===== src/twm_pkg.sv =====
// constants for the two-wire master transmitter
// assumes one 40 MHz core clock and an open-drain bus outside
package twm_pkg;
	// ----------------------------------------
	// register indices
	// ----------------------------------------
	localparam logic [1:0] ADDR_CTRL = 2'h0;
	localparam logic [1:0] ADDR_STAT = 2'h1;
	localparam logic [1:0] ADDR_DATA = 2'h2;
	// ----------------------------------------
	// control field positions
	// ----------------------------------------
	localparam int CB_FLAG = 7;
	localparam int CB_ACK = 6;
	localparam int CB_STA = 5;
	localparam int CB_STO = 4;
	localparam int CB_EN = 2;
	localparam int CB_IE = 0;
	// ----------------------------------------
	// reset values and masks
	// ----------------------------------------
	localparam logic [7:0] DATA_RST = 8'hFF;
	localparam logic [1:0] PRESC_RST = 2'h0;
	localparam logic [7:0] CODE_MASK = 8'hF8;
	// ----------------------------------------
	// status codes
	// ----------------------------------------
	localparam logic [7:0] SC_START = 8'h08;
	localparam logic [7:0] SC_RSTART = 8'h10;
	localparam logic [7:0] SC_AW_ACK = 8'h18;
	localparam logic [7:0] SC_AW_NACK = 8'h20;
	localparam logic [7:0] SC_D_ACK = 8'h28;
	localparam logic [7:0] SC_D_NACK = 8'h30;
	localparam logic [7:0] SC_ARB = 8'h38;
	localparam logic [7:0] SC_AR_ACK = 8'h40;
	localparam logic [7:0] SC_AR_NACK = 8'h48;
	localparam logic [7:0] SC_NONE = 8'hF8;
	// ----------------------------------------
	// timing
	// ----------------------------------------
	localparam int CLK_NS = 25;
	localparam int QTR_NS = 2500;
	localparam int QTR_CYC = (QTR_NS + CLK_NS - 1) / CLK_NS;
	localparam logic [6:0] QTR_LAST = 7'(QTR_CYC - 1);
	localparam logic [3:0] BIT_ACK = 4'h8;
	typedef enum logic [2:0] {
		S_IDLE, S_WAIT_FREE, S_START, S_BYTE, S_STOP, S_HOLD
	} twm_state_t;
endpackage


===== src/twm_master.sv =====
// two-wire master transmitter with control, status and data registers
// assumes open-drain scl/sda resolved outside, plain register port
//
// Behaviour
// - flag, stop, enable written: stop goes out
// - flag, start, enable written: restart goes out
// - restart reports 0x10, no stop needed
// - restart keeps bus ownership across modes
// - at 0x08 load address, clear flag: send
// - at 0x10 read address enters receiver mode
// - write address ack gives 0x18, nack 0x20; read address 0x40, 0x48
// - data ack gives 0x28, nack 0x30
// - ack states: load byte, clear flag, send
// - ack states: start without load sends restart
// - stop request sends stop, hardware clears it
// - stop plus start: stop then start
// - lost arbitration reports 0x38
// - 0x38 without start releases bus
// - 0x38 with start waits free, starts
// - master mode only after a start
// - first address direction bit selects mode
// - status reads code masked to bits 7:3, prescaler in bits 1:0
// - data write with flag low: discarded, collision
// - transfer held while flag set
// - start waits bus free, then 0x08
`timescale 1ns/1ps
`default_nettype none
module twm_master
	import twm_pkg::*;
(
	input wire logic core_clk_i,
	input wire logic rst_n_i,
	input wire logic [1:0] addr_i,
	input wire logic [7:0] wdata_i,
	input wire logic wr_i,
	input wire logic rd_i,
	output logic [7:0] rdata_o,
	input wire logic scl_i,
	output logic scl_o,
	output logic scl_oe_o,
	input wire logic sda_i,
	output logic sda_o,
	output logic sda_oe_o,
	output logic master_rx_o,
	output logic irq_o
);
	// ----------------------------------------
	// state
	// ----------------------------------------
	twm_state_t state, next_state;
	logic [1:0] ph, next_ph;
	logic [3:0] bc, next_bc;
	logic next_sda_oe, next_scl_oe;
	logic [6:0] cnt;
	logic flag, ack_en, start_request_column, stop_request_column, wcol, en, ie;
	logic [7:0] code, data, shreg;
	logic [1:0] presc;
	logic owner, is_addr, dir, got_ack, bus_busy, pin_lo;
	logic sda_m, sda_s, sda_d, scl_m, scl_s;
	logic ev_start, ev_byte, ev_arb, ev_stop, ev_rel, ev_load;
	// ----------------------------------------
	// decode
	// ----------------------------------------
	wire wr_ctrl = wr_i && addr_i == ADDR_CTRL;
	wire wr_stat = wr_i && addr_i == ADDR_STAT;
	wire wr_data = wr_i && addr_i == ADDR_DATA;
	wire resume = wr_ctrl && wdata_i[CB_FLAG] && flag;
	wire wsta = wdata_i[CB_STA];
	wire wsto = wdata_i[CB_STO];
	wire tick = cnt == QTR_LAST;
	wire last_bit = bc == BIT_ACK;
	wire arb_hit = !last_bit && shreg[7] && !sda_s;
	wire step = tick && (ph != 2'h2 || scl_s);
	wire start_seen = scl_s && sda_d && !sda_s;
	wire stop_seen = scl_s && !sda_d && sda_s;
	wire set_flag = ev_start || ev_byte || ev_arb;
	wire next_flag = set_flag || (flag && !resume);
	wire [7:0] ctrl_val = {flag, ack_en, start_request_column, stop_request_column, wcol, en, 1'b0, ie};
	wire [7:0] stat_val = (code & CODE_MASK) | {6'h00, presc};
	wire [7:0] rd_val = addr_i == ADDR_CTRL ? ctrl_val :
		addr_i == ADDR_STAT ? stat_val :
		addr_i == ADDR_DATA ? data : 8'h00;
	wire [7:0] addr_code = dir ? (got_ack ? SC_AR_ACK : SC_AR_NACK) :
		(got_ack ? SC_AW_ACK : SC_AW_NACK);
	wire [7:0] data_code = got_ack ? SC_D_ACK : SC_D_NACK;
	wire [7:0] start_code = owner ? SC_RSTART : SC_START;
	// ----------------------------------------
	// pin sampling and bus-free tracking
	// ----------------------------------------
	always_ff @(posedge core_clk_i) begin
		if (!rst_n_i) begin
			{sda_m, sda_s, sda_d, scl_m, scl_s} <= 5'h1F;
			bus_busy <= 1'b0;
			cnt <= 7'h00;
			pin_lo <= 1'b0;
		end else begin
			sda_m <= sda_i;
			sda_s <= sda_m;
			sda_d <= sda_s;
			scl_m <= scl_i;
			scl_s <= scl_m;
			cnt <= tick ? 7'h00 : cnt + 7'h01;
			pin_lo <= 1'b0;
			if (start_seen)
				bus_busy <= 1'b1;
			else if (stop_seen)
				bus_busy <= 1'b0;
		end
	end
	// ----------------------------------------
	// bit engine
	// ----------------------------------------
	always_comb begin
		next_state = state;
		next_ph = ph;
		next_bc = bc;
		next_sda_oe = sda_oe_o;
		next_scl_oe = scl_oe_o;
		ev_start = 1'b0;
		ev_byte = 1'b0;
		ev_arb = 1'b0;
		ev_stop = 1'b0;
		ev_rel = 1'b0;
		ev_load = 1'b0;
		if (!en) begin
			next_state = S_IDLE;
			next_sda_oe = 1'b0;
			next_scl_oe = 1'b0;
		end else begin
			unique case (state)
			S_IDLE: if (start_request_column && !flag) next_state = S_WAIT_FREE;
			S_WAIT_FREE: if (tick && !bus_busy) begin
				next_state = S_START;
				next_ph = 2'h0;
			end
			S_START: if (step) begin
				next_ph = ph + 2'h1;
				unique case (ph)
				2'h0: next_sda_oe = 1'b0;
				2'h1: next_scl_oe = 1'b0;
				2'h2: next_sda_oe = 1'b1;
				2'h3: begin
					next_scl_oe = 1'b1;
					ev_start = 1'b1;
					next_state = S_HOLD;
				end
				endcase
			end
			S_BYTE: if (step) begin
				next_ph = ph + 2'h1;
				unique case (ph)
				2'h0: next_sda_oe = !last_bit && !shreg[7];
				2'h1: next_scl_oe = 1'b0;
				2'h2: if (arb_hit) begin
					ev_arb = 1'b1;
					next_sda_oe = 1'b0;
					next_scl_oe = 1'b0;
					next_state = S_HOLD;
				end
				2'h3: begin
					next_scl_oe = 1'b1;
					if (last_bit) begin
						ev_byte = 1'b1;
						next_state = S_HOLD;
					end else begin
						next_bc = bc + 4'h1;
					end
				end
				endcase
			end
			S_STOP: if (step) begin
				next_ph = ph + 2'h1;
				if (ph == 2'h0) begin
					next_sda_oe = 1'b1;
				end else if (ph == 2'h1) begin
					next_scl_oe = 1'b0;
				end else begin
					next_sda_oe = 1'b0;
					ev_stop = 1'b1;
					next_state = start_request_column ? S_WAIT_FREE : S_IDLE;
				end
			end
			S_HOLD: if (resume) begin
				next_ph = 2'h0;
				next_bc = 4'h0;
				if (!owner) begin
					next_state = wsta ? S_WAIT_FREE : S_IDLE;
					ev_rel = !wsta;
				end else if (wsto) begin
					next_state = S_STOP;
				end else if (wsta) begin
					next_state = S_START;
				end else begin
					next_state = S_BYTE;
					ev_load = 1'b1;
				end
			end
			endcase
		end
	end
	always_ff @(posedge core_clk_i) begin
		if (!rst_n_i) begin
			state <= S_IDLE;
			ph <= 2'h0;
			bc <= 4'h0;
			sda_oe_o <= 1'b0;
			scl_oe_o <= 1'b0;
		end else begin
			state <= next_state;
			ph <= next_ph;
			bc <= next_bc;
			sda_oe_o <= next_sda_oe;
			scl_oe_o <= next_scl_oe;
		end
	end
	always_ff @(posedge core_clk_i) begin
		if (!rst_n_i) begin
			shreg <= 8'h00;
			got_ack <= 1'b0;
		end else if (ev_load) begin
			shreg <= data;
		end else if (state == S_BYTE && step && ph == 2'h3 && !last_bit) begin
			shreg <= {shreg[6:0], 1'b0};
		end else if (state == S_BYTE && step && ph == 2'h2 && last_bit) begin
			got_ack <= !sda_s;
		end
	end
	// ----------------------------------------
	// status and ownership
	// ----------------------------------------
	always_ff @(posedge core_clk_i) begin
		if (!rst_n_i) begin
			code <= SC_NONE;
			owner <= 1'b0;
			is_addr <= 1'b0;
			dir <= 1'b0;
			master_rx_o <= 1'b0;
		end else if (ev_start) begin
			code <= start_code;
			owner <= 1'b1;
			is_addr <= 1'b1;
		end else if (ev_byte) begin
			code <= is_addr ? addr_code : data_code;
			is_addr <= 1'b0;
			if (is_addr)
				master_rx_o <= dir;
		end else if (ev_arb) begin
			code <= SC_ARB;
			owner <= 1'b0;
			master_rx_o <= 1'b0;
		end else if (ev_stop || ev_rel || !en) begin
			code <= SC_NONE;
			owner <= 1'b0;
			master_rx_o <= 1'b0;
		end else if (ev_load && is_addr) begin
			dir <= data[0];
		end
	end
	// ----------------------------------------
	// register file
	// ----------------------------------------
	always_ff @(posedge core_clk_i) begin
		if (!rst_n_i) begin
			{flag, ack_en, start_request_column, stop_request_column, wcol, en, ie} <= 7'h00;
			data <= DATA_RST;
			presc <= PRESC_RST;
			rdata_o <= 8'h00;
			irq_o <= 1'b0;
		end else begin
			flag <= next_flag;
			irq_o <= flag && ie;
			rdata_o <= rd_i ? rd_val : 8'h00;
			if (wr_ctrl) begin
				{ack_en, start_request_column, en, ie} <= {wdata_i[CB_ACK], wsta, wdata_i[CB_EN], wdata_i[CB_IE]};
				stop_request_column <= wsto;
			end else if (ev_stop) begin
				stop_request_column <= 1'b0;
			end
			if (wr_stat)
				presc <= wdata_i[1:0];
			if (wr_data) begin
				wcol <= !flag;
				if (flag)
					data <= wdata_i;
			end
		end
	end
	assign scl_o = pin_lo;
	assign sda_o = pin_lo;
endmodule
`default_nettype wire


===== config.mk =====
export PLATFORM = sky130hd
export DESIGN_NAME = twm_master
export DESIGN_NICKNAME = d
export VERILOG_FILES = /design/src/twm_pkg.sv /design/src/twm_master.sv
export SDC_FILE = /design/constraint.sdc
export NUM_CORES = 1
export LEC_CHECK = 0
export BUFFER_PORTS_ARGS = -buffer_cell sky130_fd_sc_hd__buf_4
export CAP_MARGIN = 20
export CORE_MARGIN = 10
export CORE_UTILIZATION = 59
export CTS_CLUSTER_DIAMETER = 200
export DETAILED_ROUTE_END_ITERATION = 16
export PLACE_DENSITY = 0.87
export SYNTH_ARGS = -nofsm -noshare
export SYNTH_HDL_FRONTEND = slang
export SYNTH_SLANG_ARGS = --single-unit

===== constraint.sdc =====
create_clock -name core_clk_i -period 3 [get_ports core_clk_i]
set_clock_uncertainty 0.15 [all_clocks]
set_input_delay 0.6 -clock core_clk_i [delete_from_list [all_inputs] [get_ports core_clk_i]]
set_output_delay 0.6 -clock core_clk_i [all_outputs]
set_load 0.01 [all_outputs]

==> impl_results.md, run 1 <==
* Status: finished, final reports clean
* F_max at 0.392 GHz
* Htree depth at 3
* Clk pin slew, worst setup/hold paths at 0.07 ns
* DP HPWL at 5780 µm
* Clock Latency Late Sink at 0.35 ns
* Wirelength per Cell at 16.3 µm
* Synthesis-to-layout area growth at 11.7%
* VDD IR max at 0.581 mV
* Postcts setup bufs at 0
* Post-route clock period utilization at 84.9%
* Required time worst endpoint at 3.09 ns
* Critical path class: reg2reg
* Placeable Area at 5510 µm²
* Post-Syn Instances at 393
* Crit-path max FO at 8
* Iter 0 DRT Violations at 396
* Setup_tns at 0 ns
* IO buf count at 27
* DP Worst Slack at 0.624 ns
* Total Routing Usage GR at 18.3%
* Max-capacitance violation count at 0
* Clock sink count at 68
* Ys async rst share at 0%
* CTS tree: yes
* FF+latch count, synth at 68
* Number of synthesized flops with an enable pin at 0
* Final hold vios at 0
* Initial antenna violation count at 0
* Vias in the first global route at 2866
* Storage cell area at 1360 µm²
* Main flop type after synthesis: dfxtp_1
* Initial Util at 60.7%
* Finish-stage setup viols at 0
* Slew @ Worst Pin at 0.644 ns
* Max-slew violations at 0
* Remaining global-route overflow at 0
* Die area at 9080 µm²
* # rows at 27
* Multi-input gate area at 1840 µm²
* Post-CTS Resized at 0
* CTS buffer count at 9
* Max Root-Sink Buffers at 2
* Final wirelength at 7940 µm
* Synthesized area at 3340 µm²
* Routed vias at 3012
* Min cycle time layout at 2.55 ns
* Pwr dens at 460 nW/µm²
* Worst setup SP type: flip-flop
* GPL Wtd Cong at 0.966
* Die W at 95.3 µm
* Layout cell share with drive strength beyond 1 at 13.2%
* Synth unique cells at 58
* Largest net degree at the start of global routing at 38
* First-pass GRT wire length at 13300 µm
* Io pins at 30
* Hold Buf Count CTS at 0
* Static Leak at 1.41 nW
* Total Power at 0.00172 W
* Crit. End Element: flip-flop
* Slew HR at 56.9%
* Worst EP arrival at 2.63 ns
* Die Y at 95.3 µm
* Average size of a mapped cell at 8.51 µm²
* ANT nets after route at 0
* Vias per inst at 6.17
* Root buf cell: clkbuf_8
* RSZ-0062 raised after global routing: false
* DR DRC count at 0
* Filler cells at 420
* Worst min path class: reg2reg
* Final worst slack at 0.452 ns
* Router iterations before antenna repair at 6
* Final-stage net count at 437
* Seq/Total Area, Yosys at 40.7%
* Yosys Warn Count at 0
* # diodes at 0
[logic make-up (layout without fill, tap and decap cells)]
kind of cell / after synthesis / in the layout / share of synthesized area [%]
simple gates: 172 / 172 / 27.1
buf+inv: 34 / 56 / 4.42
mux: 17 / 17 / 5.09
compound gates: 85 / 85 / 17.3
flops: 68 / 68 / 40.7
other cells: 1 / 2 / 0.112
xor+xnor: 6 / 6 / 1.57
fa+ha+maj: 10 / 10 / 3.74
[worst max-delay path, stage by stage (launching register included)]
cell and delay, ns:
dfxtp_1 0.41, inv_1 0.11, ha_1 0.31, nand2b_1 0.17, nand3_1 0.28, a211oi_1 0.60, and3_1 0.31, a211oi_1 0.08
[layout make-up]
cell class	instances	area share (%)
repair buffers	29	5.83
inverters	11	1.11
clock buffers	10	3.69
flip-flops and latches	68	36.5
clock inverters	6	1.27
well taps	72	2.41
multi-input cells	292	49.2
[registers in the layout (all words and copies together) (netlist names), 2 cells and up]
register and cells:
data 8, state 3, cnt 7, rdata_o 8, shreg 8, presc 2, ph 2, code 5
bc 4
[synthesized netlist by cell type (all sizes together) (8+ instances only)]
cell	count	share of area [%]
clkbuf	14	1.6
nand2b	9	1.7
mux2i	17	5.1
o21ai	11	1.6
a21oi	30	4.5
dfxtp	68	41
a31oi	9	1.7
ha	10	3.7
nor2	39	4.4
nand3	23	3.4
inv	11	1.2
buf	9	1.6
nand2	47	5.3
and3	8	1.5
[worst paths after layout]
check,depth (start not counted),to,slack (ns),start
worst max-delay path,7,state[0]$_SDFFE_PN0P_,0.45,ph[0]$_SDFFE_PN0P_
worst min-delay path,1,scl_s$_SDFF_PN1_,0.26,scl_m$_SDFF_PN1_
worst min register to register,1,scl_s$_SDFF_PN1_,0.26,scl_m$_SDFF_PN1_
worst max register to register,7,state[0]$_SDFFE_PN0P_,0.45,ph[0]$_SDFFE_PN0P_
[power breakdown]
part	total (W)	internal (W)	switching (W)
clock	0.000689	0.000325	0.000363
sequential	0.000927	0.000917	0.00000938
combinational	0.000101	0.0000458	0.0000552
[cells in the final DEF (no fill, tap or decap), drive strengths merged, types with 4 or more instances in the layout]
cell type  instances
dfxtp             68
nand2             47
nor2              39
a21oi             30
buf               29
nand3             23
mux2i             17
inv               12
o21ai             11
ha                10
clkbuf            10
nand2b             9
a31oi              9
and3               8
nor2b              6
nand3b             6
nor3               6
a211oi             4
nand4b             4
nand4              4
clkinvlp           4
nor3b              4
[metal layers]
| layer | GRT usage, % | share of wire (%) | vias up |
|---|---|---|---|
| met1 | 23.1 | 45 | 1424 |
| met2 | 28.6 | 46 | 127 |
| li1 | - | - | 1445 |
| met5 | 0 | 0 | - |
| met3 | 3.77 | 6.8 | 16 |
| met4 | 9.98 | 2.3 | 0 |
[stage by stage]
step	area, µm²	util, %	hold slack, ns	instances
floorplan	3350	-	0.236	394
global placement	3550	64.4	0.239	472
detailed placement	3550	64.4	0.242	472
CTS	3730	67.8	0.259	488
global route	3730	67.8	0.281	488
finish	3730	67.8	0.260	488
(Power assumes the default switching activity.)
==> run 2, diff against run 1 <==
==> constraint.sdc (replaced) <==
create_clock -name core_clk_i -period 2.5 [get_ports core_clk_i]
set_clock_uncertainty 0.15 [all_clocks]
set_input_delay 0.5 -clock core_clk_i [delete_from_list [all_inputs] [get_ports core_clk_i]]
set_output_delay 0.5 -clock core_clk_i [all_outputs]
set_load 0.01 [all_outputs]
==> impl_results.md, run 2 (synthesized netlist as in run 1, its figures left out) <==
* Slew HR at 55.2%
* Placed Area at 3600 µm²
* CP Launch Point: bc[0]$_SDFFE_PN0P_
* F_max at 0.427 GHz
* Clock Latency Late Sink at 0.35 ns
* Final-stage net count at 444
* Storage cell area at 1360 µm²
* DR DRC count at 0
* Finish-stage setup viols at 0
* Filler cells at 409
* Reg2Reg Launch Point: bc[0]$_SDFFE_PN0P_
* Iter 0 DRT Violations at 299
* Final hold vios at 0
* Io pins at 30
* Net Sw Frac at 21.2%
* Final worst slack at 0.156 ns
* ANT nets after route at 0
* Initial Util at 60.7%
* Grt met1 use at 25.6%
* Met2 Resource Use GR at 30.6%
* Crit-path leading delay family: simple AND/OR/NAND/NOR gates
* Hold Buf Count CTS at 0
* Clock sink count at 68
* DP Worst Slack at 0.214 ns
* Die area at 9080 µm²
* Htree depth at 3
* Vias in the first global route at 2916
* Static Leak at 1.52 nW
* Crit-path cells: inv_1, ha_1, and3b_1, or4b_4, a21o_1, or3b_1, o22a_1
* Pwr dens at 615 nW/µm²
* Vias per inst at 6.17
* VDD IR max at 0.664 mV
* Total Routing Usage GR at 19.9%
* Max stage delay on crit path at 0.53 ns
* Post-CTS Resized at 0
* CTS buffer count at 9
* DP HPWL at 6210 µm
* Design Area, Final at 3870 µm²
* Multi-input gate area at 1850 µm²
* Die W at 95.3 µm
* Max-capacitance violation count at 0
* Worst hold start: scl_i
* Global Route met3 Usage at 4.87%
* Worst setup SP type: flip-flop
* Post-route clock period utilization at 93.8%
* Commonest non-fill, non-tap cells in the layout: dfxtp_1 (68), nand2_1 (47), nor2_1 (39)
* Crit-path max FO at 8
* Clk pin slew, worst setup/hold paths at 0.07 ns
* IO buf count at 27
* Critical path class: reg2reg
* Router iterations before antenna repair at 5
* GPL Wtd Cong at 0.947
* Worst EP arrival at 2.49 ns
* Worst min path class: in2reg
* CTS tree: yes
* # rows at 27
* Routed vias at 3056
* Remaining global-route overflow at 0
* Setup_tns at 0 ns
* Hold_ws at 0.179 ns
* Status: finished, final reports clean
* Clock Power Share at 48.0%
* Required time worst endpoint at 2.65 ns
* Switch Pwr at 0.000504 W
* Wirelength per Cell at 17.3 µm
* Crit. End Element: flip-flop
* Reg power frac at 46.7%
* RSZ-0062 raised after global routing: false
* Most common cell after layout, fill and taps aside: dfxtp_1
* Placeable Area at 5510 µm²
* Largest net degree at the start of global routing at 29
* Layout cell share with drive strength beyond 1 at 14.9%
* Min cycle time layout at 2.34 ns
* Final wirelength at 8580 µm
* Slowest-stage cell, CP: or4b_4
* Postcts setup bufs at 0
* Initial antenna violation count at 0
* Pint at 0.00188 W
* Root buf cell: clkbuf_8
* Synthesis-to-layout area growth at 15.9%
* Worst path buffer plus inverter count at 1
* Slew @ Worst Pin at 0.669 ns
* Logic pwr share at 5.3%
* Max Root-Sink Buffers at 2
* Max-slew violations at 0
* First-pass GRT wire length at 14400 µm
* Final Util at 70.3%
* Largest regs: data (8), rdata_o (8), shreg (8)
* Die Y at 95.3 µm
* Layer with the highest usage: met2
* # diodes at 0
-- run 2: worst paths after layout --
| check | to | slack (ns) | cells after the start |
|---|---|---|---|
| worst max-delay path | code[4]$_SDFFE_PN1P_ | 0.16 | 7 |
| worst min-delay path | scl_m$_SDFF_PN1_ | 0.18 | 2 |
| worst max register to register | code[4]$_SDFFE_PN1P_ | 0.16 | 7 |
| worst min register to register | scl_s$_SDFF_PN1_ | 0.26 | 1 |
-- run 2: metrics by stage --
step	instances	total power, W
floorplan	394	0.00121
global placement	479	0.00126
detailed placement	479	0.00126
CTS	495	0.00239
global route	495	0.00245
finish	495	0.00238
-- run 2: metal layers --
layer | routed length, µm | part of all wire, %
met1 | 3650 | 43
met2 | 4000 | 47
met3 | 737 | 8.6
met4 | 191 | 2.2
met5 | 0 | 0
-- run 2: layout make-up --
cell class                      instances  area share, %
Clock buffer                           11           3.91
Clock inverter                          5           2.78
Tap cell                               72           2.33
Inverter                               11           1.07
Multi-Input combinational cell        292           47.8
Timing Repair Buffer                   36           6.98
Sequential cell                        68           35.1
-- run 2: power groups by stage --
stage	clock, W	combinational, W	sequential [W]
global route	0.00120	0.000138	0.00111
detailed placement	0	0.000124	0.00114
CTS	0.00115	0.000125	0.00111
finish	0.00114	0.000126	0.00111
floorplan	0	0.0000734	0.00114
global placement	0	0.000121	0.00114
-- run 2: worst reg2reg max path, delay by kind of cell, from the launching register on --
| family | cells | cell delay (ns) |
|---|---|---|
| buffers and inverters | 1 | 0.09 |
| adders and majority gates | 1 | 0.24 |
| AOI/OAI and AO/OA | 2 | 0.36 |
| DFF | 1 | 0.37 |
| and+or+nand+nor | 3 | 1.07 |
